### src/verilog/sbpm_defines.vh
`ifndef SBPM_DEFINES_VH
`define SBPM_DEFINES_VH
// ----------------------------------------
// Personality straps and pin codes
// ----------------------------------------
`define SBPM_MODE_ISA 2'h0
`define SBPM_MODE_LBUS 2'h1
`define SBPM_MODE_CARD 2'h2
`define SBPM_DACK_CARD 3'h4
`define SBPM_SA_RESET_IN 20'hFFF00
`define SBPM_SA_RESET_OUT 20'hFFF03
`define SBPM_BOOT_ADDR 24'hFFFFF0
`define SBPM_OWN_BUS 3'h1
`define SBPM_OWN_IDE 3'h2
`define SBPM_OWN_SWITCH 3'h4
`define SBPM_SYNC_SETTLE 3'h4
`endif

### src/verilog/sbpm_sync.v
`timescale 1ns/10ps
`include "sbpm_defines.vh"
module sbpm_sync (
  // Clock and reset
  input wire ref_clk,
  input wire rst,
  // Pin in, filtered level out
  input wire pin_in,
  output reg level_r
);
  reg s1_r;
  reg s2_r;
  reg s3_r;
  // Three stages; change accepted once stages two and three agree
  always @(posedge ref_clk) begin
    if (rst) begin
      s1_r <= 1'b1;
      s2_r <= 1'b1;
      s3_r <= 1'b1;
      level_r <= 1'b1;
    end else begin
      s1_r <= pin_in;
      s2_r <= s1_r;
      s3_r <= s2_r;
      if (s2_r == s3_r) begin
        level_r <= s3_r;
      end
    end
  end
endmodule

### src/verilog/sbpm_arbiter.v
`timescale 1ns/10ps
`include "sbpm_defines.vh"
module sbpm_arbiter (
  // Clock and reset
  input wire ref_clk,
  input wire rst,
  // Cycle requests and activity
  input wire ide_req,
  input wire bus_req,
  input wire cycle_busy,
  // Ownership
  output wire ide_owner,
  output wire ide_grant,
  output wire bus_grant
);
  localparam ST_BUS = `SBPM_OWN_BUS;
  localparam ST_IDE = `SBPM_OWN_IDE;
  localparam ST_SW = `SBPM_OWN_SWITCH;
  reg [2:0] state_r;
  reg [2:0] state_nxt;
  reg target_r;
  reg target_nxt;
  // One dead cycle on each hand-over lets the transceiver turn
  always @* begin
    state_nxt = state_r;
    target_nxt = target_r;
    case (state_r)
      ST_BUS: begin
        if (ide_req && !bus_req && !cycle_busy) begin // [RL2] [RL15]
          state_nxt = ST_SW;
          target_nxt = 1'b1;
        end
      end
      ST_IDE: begin
        if (!ide_req && !cycle_busy) begin // [RL15]
          state_nxt = ST_SW;
          target_nxt = 1'b0;
        end
      end
      ST_SW: begin
        state_nxt = target_r ? ST_IDE : ST_BUS;
      end
      default: begin
        state_nxt = ST_BUS;
      end
    endcase
  end
  always @(posedge ref_clk) begin
    if (rst) begin
      state_r <= ST_BUS;
      target_r <= 1'b0;
    end else begin
      state_r <= state_nxt;
      target_r <= target_nxt;
    end
  end
  assign ide_owner = (state_r == ST_IDE) || (state_r == ST_SW && target_r);
  assign ide_grant = (state_r == ST_IDE);
  assign bus_grant = (state_r == ST_BUS);
endmodule

### src/verilog/sbpm_top.v
`timescale 1ns/10ps
`include "sbpm_defines.vh"
// Summary of operation
// RL1 - Straps pick one personality: ISA, local bus or card; fixed while running.
// RL2 - Chosen bus shares pins with IDE, handed over cycle by cycle; code keeps IDE off the pins in local bus mode.
// RL3 - Transceiver enable high for IDE, low for ISA/card; select 3 in local mode.
// RL4 - IDE data 11..0 on address 19..8; disk address, selects on upper lines.
// RL5 - Card mode: DMA acknowledge code fixed at 4, ISA-only strobes zero.
// RL6 - Request code pins carry card byte enables, or local address 21..20.
// RL7 - ISA floats other-mode pins; card uses them for detect, local for selects 5,4.
// RL8 - After reset in ISA or card mode, first prefetch starts at FFFFF0.
// RL9 - Address pins FFF03 after reset input release while reset output active.
// RL10 - Drive selects low once reset input is released.
// RL11 - In reset, card enables and supply enables high, programming controls low.
// RL12 - In reset, local byte enables and flash selects high.
// RL13 - Transceiver enable isolates IDE data pins from ISA address pins.
// RL14 - Outside logic NANDs each drive select with transceiver enable.
// RL15 - Ownership changes only between complete bus cycles.
module sbpm_top (
  // Clock and reset
  input wire ref_clk,
  input wire rst,
  // System reset pins and personality straps
  input wire system_reset_in_n,
  input wire system_reset_out_n,
  input wire [1:0] strap_mode,
  // Bus-side controller request
  input wire bus_req,
  input wire bus_busy,
  input wire [23:0] bus_addr,
  input wire [1:0] card_byte_en_n,
  input wire [1:0] local_addr_hi,
  input wire isa_strobe,
  input wire [2:0] isa_dack_code,
  // IDE-side controller request
  input wire ide_req,
  input wire ide_busy,
  input wire [11:0] disk_data,
  input wire [2:0] disk_addr,
  input wire [3:0] drive_select,
  input wire [1:0] local_select_hi_n,
  // Card detect pins
  input wire card_present_a_n,
  input wire card_present_b_n,
  // Shared address pins
  output reg [19:0] system_addr_bus,
  output reg [6:0] latched_upper_addr,
  // Ownership and DMA code pins
  output reg transceiver_oe_n,
  output reg [2:0] dma_ack_code,
  output reg isa_strobe_out,
  output reg [1:0] dma_request_code,
  // Dual-use select pins (output enable low while driven)
  output reg [1:0] select_pair_out,
  output reg select_pair_oe_n,
  // Card and local bus controls
  output reg card_5v_supply_en,
  output reg card_3v_supply_en,
  output reg prog_voltage_select,
  output reg [1:0] local_byte_en_n,
  output reg flash_select_0_n,
  // Status to controllers
  output reg [1:0] mode_r,
  output wire ide_grant,
  output wire bus_grant,
  output reg [1:0] card_present_r
);
  // ----------------------------------------
  // Pin synchronisers
  // ----------------------------------------
  wire rst_in_n_s;
  wire rst_out_n_s;
  wire cd_a_s;
  wire cd_b_s;
  // System reset input pin
  sbpm_sync u_sync_ri (
    .ref_clk(ref_clk),
    .rst(rst),
    .pin_in(system_reset_in_n),
    .level_r(rst_in_n_s)
  );
  // System reset output pin
  sbpm_sync u_sync_ro (
    .ref_clk(ref_clk),
    .rst(rst),
    .pin_in(system_reset_out_n),
    .level_r(rst_out_n_s)
  );
  // Card detect pin A
  sbpm_sync u_sync_ca (
    .ref_clk(ref_clk),
    .rst(rst),
    .pin_in(card_present_a_n),
    .level_r(cd_a_s)
  );
  // Card detect pin B
  sbpm_sync u_sync_cb (
    .ref_clk(ref_clk),
    .rst(rst),
    .pin_in(card_present_b_n),
    .level_r(cd_b_s)
  );

  // ----------------------------------------
  // Synchroniser settle window
  // ----------------------------------------
  reg [2:0] settle_cnt_r;
  wire settled;
  // Sync stages wake at the idle level; hold reset state until they track the pins
  always @(posedge ref_clk) begin
    if (rst) begin
      settle_cnt_r <= 3'h0;
    end else if (!settled) begin
      settle_cnt_r <= settle_cnt_r + 3'h1;
    end
  end
  assign settled = (settle_cnt_r == `SBPM_SYNC_SETTLE);

  // ----------------------------------------
  // Personality decode
  // ----------------------------------------
  // Strap code compare, shared by arbitration and detect gating
  function mode_is;
    input [1:0] mode;
    input [1:0] code;
    begin
      mode_is = (mode == code);
    end
  endfunction
  wire mode_lbus;
  wire mode_card;
  assign mode_lbus = mode_is(mode_r, `SBPM_MODE_LBUS);
  assign mode_card = mode_is(mode_r, `SBPM_MODE_CARD);

  // ----------------------------------------
  // Strap capture
  // ----------------------------------------
  wire in_reset;
  wire in_boot;
  assign in_reset = rst || !settled || !rst_in_n_s;
  assign in_boot = settled && rst_in_n_s && !rst_out_n_s;
  // Straps sampled only while system reset is held, so mode never moves later
  always @(posedge ref_clk) begin
    if (rst) begin
      mode_r <= `SBPM_MODE_ISA;
    end else if (!rst_out_n_s) begin
      if (strap_mode == `SBPM_MODE_LBUS || strap_mode == `SBPM_MODE_CARD) begin
        mode_r <= strap_mode; // [RL1]
      end else begin
        mode_r <= `SBPM_MODE_ISA; // [RL1]
      end
    end
  end

  // ----------------------------------------
  // Ownership arbiter
  // ----------------------------------------
  wire ide_owner;
  wire any_busy;
  wire hold_arb;
  // Local bus has no IDE sharing on these pins; keep IDE out during reset
  assign any_busy = bus_busy || ide_busy;
  assign hold_arb = in_reset || !rst_out_n_s || mode_lbus;
  sbpm_arbiter u_arb (
    .ref_clk(ref_clk),
    .rst(rst),
    .ide_req(ide_req && !hold_arb),
    .bus_req(bus_req),
    .cycle_busy(any_busy),
    .ide_owner(ide_owner),
    .ide_grant(ide_grant),
    .bus_grant(bus_grant)
  );

  // ----------------------------------------
  // Pin steering
  // ----------------------------------------
  reg [19:0] sa_nxt;
  reg [6:0] la_nxt;
  reg oe_nxt;
  reg [2:0] dack_nxt;
  reg strobe_nxt;
  reg [1:0] dreq_nxt;
  reg [1:0] sel_nxt;
  reg sel_oe_nxt;
  reg v5_nxt;
  reg v3_nxt;
  reg vpp_nxt;
  reg [1:0] pbe_nxt;
  reg fcs_nxt;
  reg first_fetch_r;
  // Boot vector split over the low address pins and the upper latched lines
  wire [23:0] boot_addr;
  assign boot_addr = `SBPM_BOOT_ADDR;
  // All pins registered so each hand-over lands cleanly on one edge
  always @* begin
    sa_nxt = bus_addr[19:0];
    la_nxt = bus_addr[23:17];
    oe_nxt = 1'b0; // [RL3] [RL13]
    dack_nxt = isa_dack_code;
    strobe_nxt = isa_strobe;
    dreq_nxt = card_byte_en_n;
    sel_nxt = 2'h3;
    sel_oe_nxt = 1'b1; // [RL7]
    v5_nxt = 1'b0;
    v3_nxt = 1'b0;
    vpp_nxt = 1'b0;
    pbe_nxt = 2'h3;
    fcs_nxt = 1'b1;
    if (mode_r == `SBPM_MODE_LBUS) begin
      oe_nxt = local_select_hi_n[0]; // [RL3]
      dreq_nxt = local_addr_hi; // [RL6]
      sel_nxt = local_select_hi_n; // [RL7]
      sel_oe_nxt = 1'b0;
      pbe_nxt = card_byte_en_n;
      fcs_nxt = 1'b0;
    end else if (mode_r == `SBPM_MODE_CARD) begin
      dack_nxt = `SBPM_DACK_CARD; // [RL5]
      strobe_nxt = 1'b0; // [RL5]
      dreq_nxt = card_byte_en_n; // [RL6]
      v5_nxt = 1'b1;
      v3_nxt = 1'b1;
    end
    // IDE overlay on the ISA and card pins
    if (ide_owner && mode_r != `SBPM_MODE_LBUS) begin
      oe_nxt = 1'b1; // [RL3] [RL13]
      sa_nxt[19:8] = disk_data; // [RL4]
      la_nxt = {drive_select, disk_addr}; // [RL4]
    end
    // Boot vector is a bus cycle, so it never covers IDE data on the pins
    if (first_fetch_r && !ide_owner) begin
      sa_nxt = boot_addr[19:0]; // [RL8]
      la_nxt = boot_addr[23:17];
    end
    // Reset states win over everything above
    if (in_boot) begin
      sa_nxt = `SBPM_SA_RESET_OUT; // [RL9]
      la_nxt = 7'h00; // [RL10]
      oe_nxt = 1'b1;
    end
    if (in_reset) begin
      sa_nxt = `SBPM_SA_RESET_IN; // [RL9]
      oe_nxt = 1'b1;
      strobe_nxt = 1'b0;
      v5_nxt = 1'b1; // [RL11]
      v3_nxt = 1'b1; // [RL11]
      vpp_nxt = 1'b0; // [RL11]
      dreq_nxt = (mode_r == `SBPM_MODE_CARD) ? 2'h3 : dreq_nxt; // [RL11]
      pbe_nxt = 2'h3; // [RL12]
      fcs_nxt = 1'b1; // [RL12]
    end
  end

  // ----------------------------------------
  // Boot fetch flag
  // ----------------------------------------
  // Set while reset output holds after reset input release (not local mode), cleared on first granted bus request
  always @(posedge ref_clk) begin
    if (rst) begin
      first_fetch_r <= 1'b0;
    end else if (in_boot && mode_r != `SBPM_MODE_LBUS) begin
      first_fetch_r <= 1'b1; // [RL8]
    end else if (bus_req && bus_grant) begin
      first_fetch_r <= 1'b0;
    end
  end

  // ----------------------------------------
  // Registered pin outputs
  // ----------------------------------------
  always @(posedge ref_clk) begin
    if (rst) begin
      system_addr_bus <= `SBPM_SA_RESET_IN;
      latched_upper_addr <= 7'h00;
      transceiver_oe_n <= 1'b1;
      dma_ack_code <= 3'h0;
      isa_strobe_out <= 1'b0;
      dma_request_code <= 2'h3;
      select_pair_out <= 2'h3;
      select_pair_oe_n <= 1'b1;
      card_5v_supply_en <= 1'b1;
      card_3v_supply_en <= 1'b1;
      prog_voltage_select <= 1'b0;
      local_byte_en_n <= 2'h3;
      flash_select_0_n <= 1'b1;
      card_present_r <= 2'h3;
    end else begin
      system_addr_bus <= sa_nxt;
      latched_upper_addr <= la_nxt;
      transceiver_oe_n <= oe_nxt;
      dma_ack_code <= dack_nxt;
      isa_strobe_out <= strobe_nxt;
      dma_request_code <= dreq_nxt;
      select_pair_out <= sel_nxt;
      select_pair_oe_n <= sel_oe_nxt;
      card_5v_supply_en <= v5_nxt;
      card_3v_supply_en <= v3_nxt;
      prog_voltage_select <= vpp_nxt;
      local_byte_en_n <= pbe_nxt;
      flash_select_0_n <= fcs_nxt;
      // Card detect only meaningful in card mode
      card_present_r <= mode_card ? {cd_b_s, cd_a_s} : 2'h3; // [RL7]
    end
  end
endmodule

### config.mk
export PLATFORM = sky130hd
export DESIGN_NAME = sbpm_top
export DESIGN_NICKNAME = d
export VERILOG_FILES = /design/src/verilog/sbpm_sync.v /design/src/verilog/sbpm_arbiter.v /design/src/verilog/sbpm_top.v
export VERILOG_INCLUDE_DIRS = /design/src /design/src/verilog
export SDC_FILE = /design/constraint.sdc
export NUM_CORES = 1
export LEC_CHECK = 0
export BUFFER_PORTS_ARGS = -buffer_cell sky130_fd_sc_hd__buf_2
export CAP_MARGIN = 25
export CORE_MARGIN = 3
export CORE_UTILIZATION = 49
export CTS_CLUSTER_SIZE = 30
export DETAILED_ROUTE_END_ITERATION = 10
export GPL_TIMING_DRIVEN = 1
export PLACE_DENSITY = 0.92
export SYNTH_ARGS = -nofsm -noshare
export SYNTH_HDL_FRONTEND = slang
export SYNTH_SLANG_ARGS = --single-unit
### constraint.sdc
create_clock -name ref_clk -period 4.75 [get_ports ref_clk]
set_clock_uncertainty 0.15 [all_clocks]
set_input_delay 0.2375 -clock ref_clk [delete_from_list [all_inputs] [get_ports ref_clk]]
set_output_delay 0.2375 -clock ref_clk [all_outputs]
set_load 0.005 [all_outputs]
==> metrics.csv <==
stage;metric;value;unit
final_layout;layout-drive-gt1-share;0.3784;
routing;drtIter0Drc;178;
worst_setup_path;crit_path_max_fanout;10;
final_layout;fin_cells;464;
yosys;ys.warnings.count;0;
global_routing;antenna_found_initial;0;
pwr;ir_worst_vdd;241.2;uV
sta;period_needed;2882;ps
yosys;synth_top_area_share;0.5801;
sta;hold_slack;19.12;ps
routing;wire_per_inst;17.10;um
floorplanning;io_pins;114;
yosys;synth_ff_type;dfxtp_1;
final_layout;fin_nets;461;
yosys;synth_area_per_cell;9.719;um^2
global_routing;overflow;0;
clock_tree;clkSinkCount;69;
clock_tree;cts-htree-levels;3;
yosys;ys_top_cells_by_count;dfxtp_1 (69), nand2_1 (33), nor2_1 (22), nand3_1 (14), or2_2 (14);
sta;rsz0062_at_grt;false;
routing;dr_total_vias;2451;
worst_setup_path;worst_ep_required_time;4830;ps
clock_tree;cts_buffer_depth;2;
final_layout;antenna_cells;0;
place;hpwl;4368;um
sta;tightest_slew;1039;ps
yosys;netlist_instances;245;
run;max_cap_violations;0;
sta;hold_viol;0;
routing;drc;0;
routing;via_per_inst;5.282;
hold_path;hold_class;input pin to flop;
floorplanning;die_area;5732;um^2
yosys;synthXorXnorAreaFrac;0.003678;
floorplanning;die_x;75.71;um
global_routing;first_global_vias;2409;
place;place_congestion;0.8396;
clock_tree;cts_setup_buffers;0;
yosys;synthMuxAreaShare;0;
clock_tree;cts-root-buf;clkbuf_8;
pwr;power_density;346.6;nW/um^2
final_layout;postLayoutCoreUtil;0.7895;
sta;fin_setup_tns;0;ps
yosys;synthSimpleGateAreaFrac;0.2459;
routing;drt-total-wl;7935;um
yosys;yosysMostFrequentCell;dfxtp_1;
sta;max_freq;347.0;MHz
worst_setup_path;crit_arrival;2960;ps
worst_setup_path;worstSetupStartpointType;flop;
sta;slew_viol_final;0;
yosys;synth_edf_count;0;
place;post-place-ws;2491;ps
yosys;yosys.area.top_type;dfxtp_1;
global_routing;track_usage;0.2814;
routing;dr.pass1.iters;5;
place;io_buffer_count;112;
sta;fin_ws;1868;ps
floorplanning;start_util;0.5251;
sta;finalCritPeriodShare;0.6067;
yosys;synthAdderAreaFrac;0.01051;
clock_tree;tritoncts;done;
clock_tree;clock_latency;340;ps
yosys;async_flop_share;0;
worst_setup_path;cp-end-kind;flop;
clock_tree;clk_pin_slew_worst_paths;80;ps
yosys;synth_compound_area_frac;0.1193;
global_routing;grt_pass1_wl;11590;um
yosys;ys_types;42;
floorplanning;rows;24;
yosys;syn-num-nets;312;
sta;setup_viol;0;
routing;ant_nets;0;
yosys;synth_top_family_by_area;simple AND/OR/NAND/NOR gates;
sta;slew_headroom;0.3071;
yosys;ys_ff_latch;69;
yosys;seq_area_frac_synth;0.5801;
final_layout;synthToLayoutAreaGrowth;50.34;%
floorplanning;core_region_area;4534;um^2
global_routing;grt_max_degree;45;
pwr;p_leak;1.569;nW
floorplanning;die-height;75.71;um
yosys;syn_area;2381;um^2
yosys;synth.area.top_cells;dfxtp_1 (58%), nand2_1 (5.2%), or2_2 (3.7%);
place;dp_cells;407;
clock_tree;cts_made_buffers;9;
status;outcome;finished, final reports clean;
worst_setup_path;critPathKind;flop to flop;
cell type report:
class	instances	area [um^2]
Clock buffer	10	137.6
Clock inverter	6	86.33
Fill cell	263	954.7
Inverter	4	15.01
Multi-Input combinational cell	157	907.1
Sequential cell	69	1381
Tap cell	65	81.33
Timing Repair Buffer	153	970.9
report_power, final:
part / switching [W] / internal [W] / leakage [nW] / total [W]
sequential: 0.00000786 / 0.000595 / 0.564 / 0.000603
combinational: 0.0000455 / 0.0000600 / 0.893 / 0.000106
clock: 0.000223 / 0.000309 / 0.112 / 0.000532
total: 0.000277 / 0.000964 / 1.57 / 0.00124
critical path, stage by stage (launching register included):
cell           delay, ps
dfxtp_1              340
inv_1                 70
ha_1                 250
nand3_2              180
nor3b_2              530
and2_1               490
nand3_1              150
dlygate4sd3_1        610
state kept, by name, summed over array words and instances, names as in the netlist, 2 cells and up:
signal / count
u_arb.state_r: 3
card_present_r: 2
dma_ack_code: 3
mode_r: 2
select_pair_out: 2
latched_upper_addr: 7
local_byte_en_n: 2
settle_cnt_r: 3
dma_request_code: 2
system_addr_bus: 20
placed cells by master (no fill, tap or decap), types with 2 or more instances in the layout:
master and n:
a211oi_1 2, bufinv_16 2, a21oi_1 9, dfxtp_1 69, clkinv_2 2, nor2b_1 2, ha_1 2, clkbuf_8 10
nand4bb_1 2, nor3b_1 2, a22oi_1 2, and2_1 3, nand3_1 14, o221a_2 4, buf_2 112, nor4_1 2
nor3_1 3, or3_1 5, dlygate4sd3_1 41, nand2b_1 2, a221oi_1 2, or2_2 14, o21ai_0 5, nand2_1 33
o21bai_1 4, o21a_1 4, inv_1 4, and3_1 5, nor2_1 22
repair_timing:
action | 4_1_cts | 5_1_grt
resized for setup | 0 | 0
hold buffers | 41 | 0
hold endpoints to repair | 32 | 0
endpoints found under the setup margin | 0 | 0
routing by layer:
layer / wire length [um] / track usage / up-vias / part of all wire
met4: 398 / 0.1903 / 0 / 0.050
met5: 0 / 0 / - / 0
met1: 2733 / 0.2783 / 1120 / 0.34
li1: - / - / 1126 / -
met3: 821 / 0.09235 / 43 / 0.10
met2: 3981 / 0.4966 / 162 / 0.50
path summary, 6_finish.rpt:
path | start | end | slack, ps | cells after the start
setup / recovery | settle_cnt_r[0] | system_addr_bus[14] | 1870 | 7
hold / removal | bus_addr[18] | system_addr_bus[18] | 20 | 3
setup reg to reg | settle_cnt_r[0] | system_addr_bus[14] | 1870 | 7
hold reg to reg | u_sync_cb.s1_r | u_sync_cb.s2_r | 260 | 1
logic make-up (layout without fill, tap and decap cells):
kind of cell / after synthesis / in the layout
other: 1 / 1
adder cells (fa/ha/maj): 2 / 2
buffers and inverters: 19 / 173
AND/OR/NAND/NOR: 114 / 114
AO/OA/AOI/OAI: 39 / 39
XOR/XNOR: 1 / 1
flip-flops: 69 / 69
metrics by stage:
step,power (W),instance area [um^2]
finish,0.001241,3580
global route,0.001279,3580
CTS,0.001233,3580
detailed placement,0.0006933,2945
global placement,0.0006910,2945
floorplan,0.0006507,2381
Note: power is estimated with default switching activity, not from simulation.
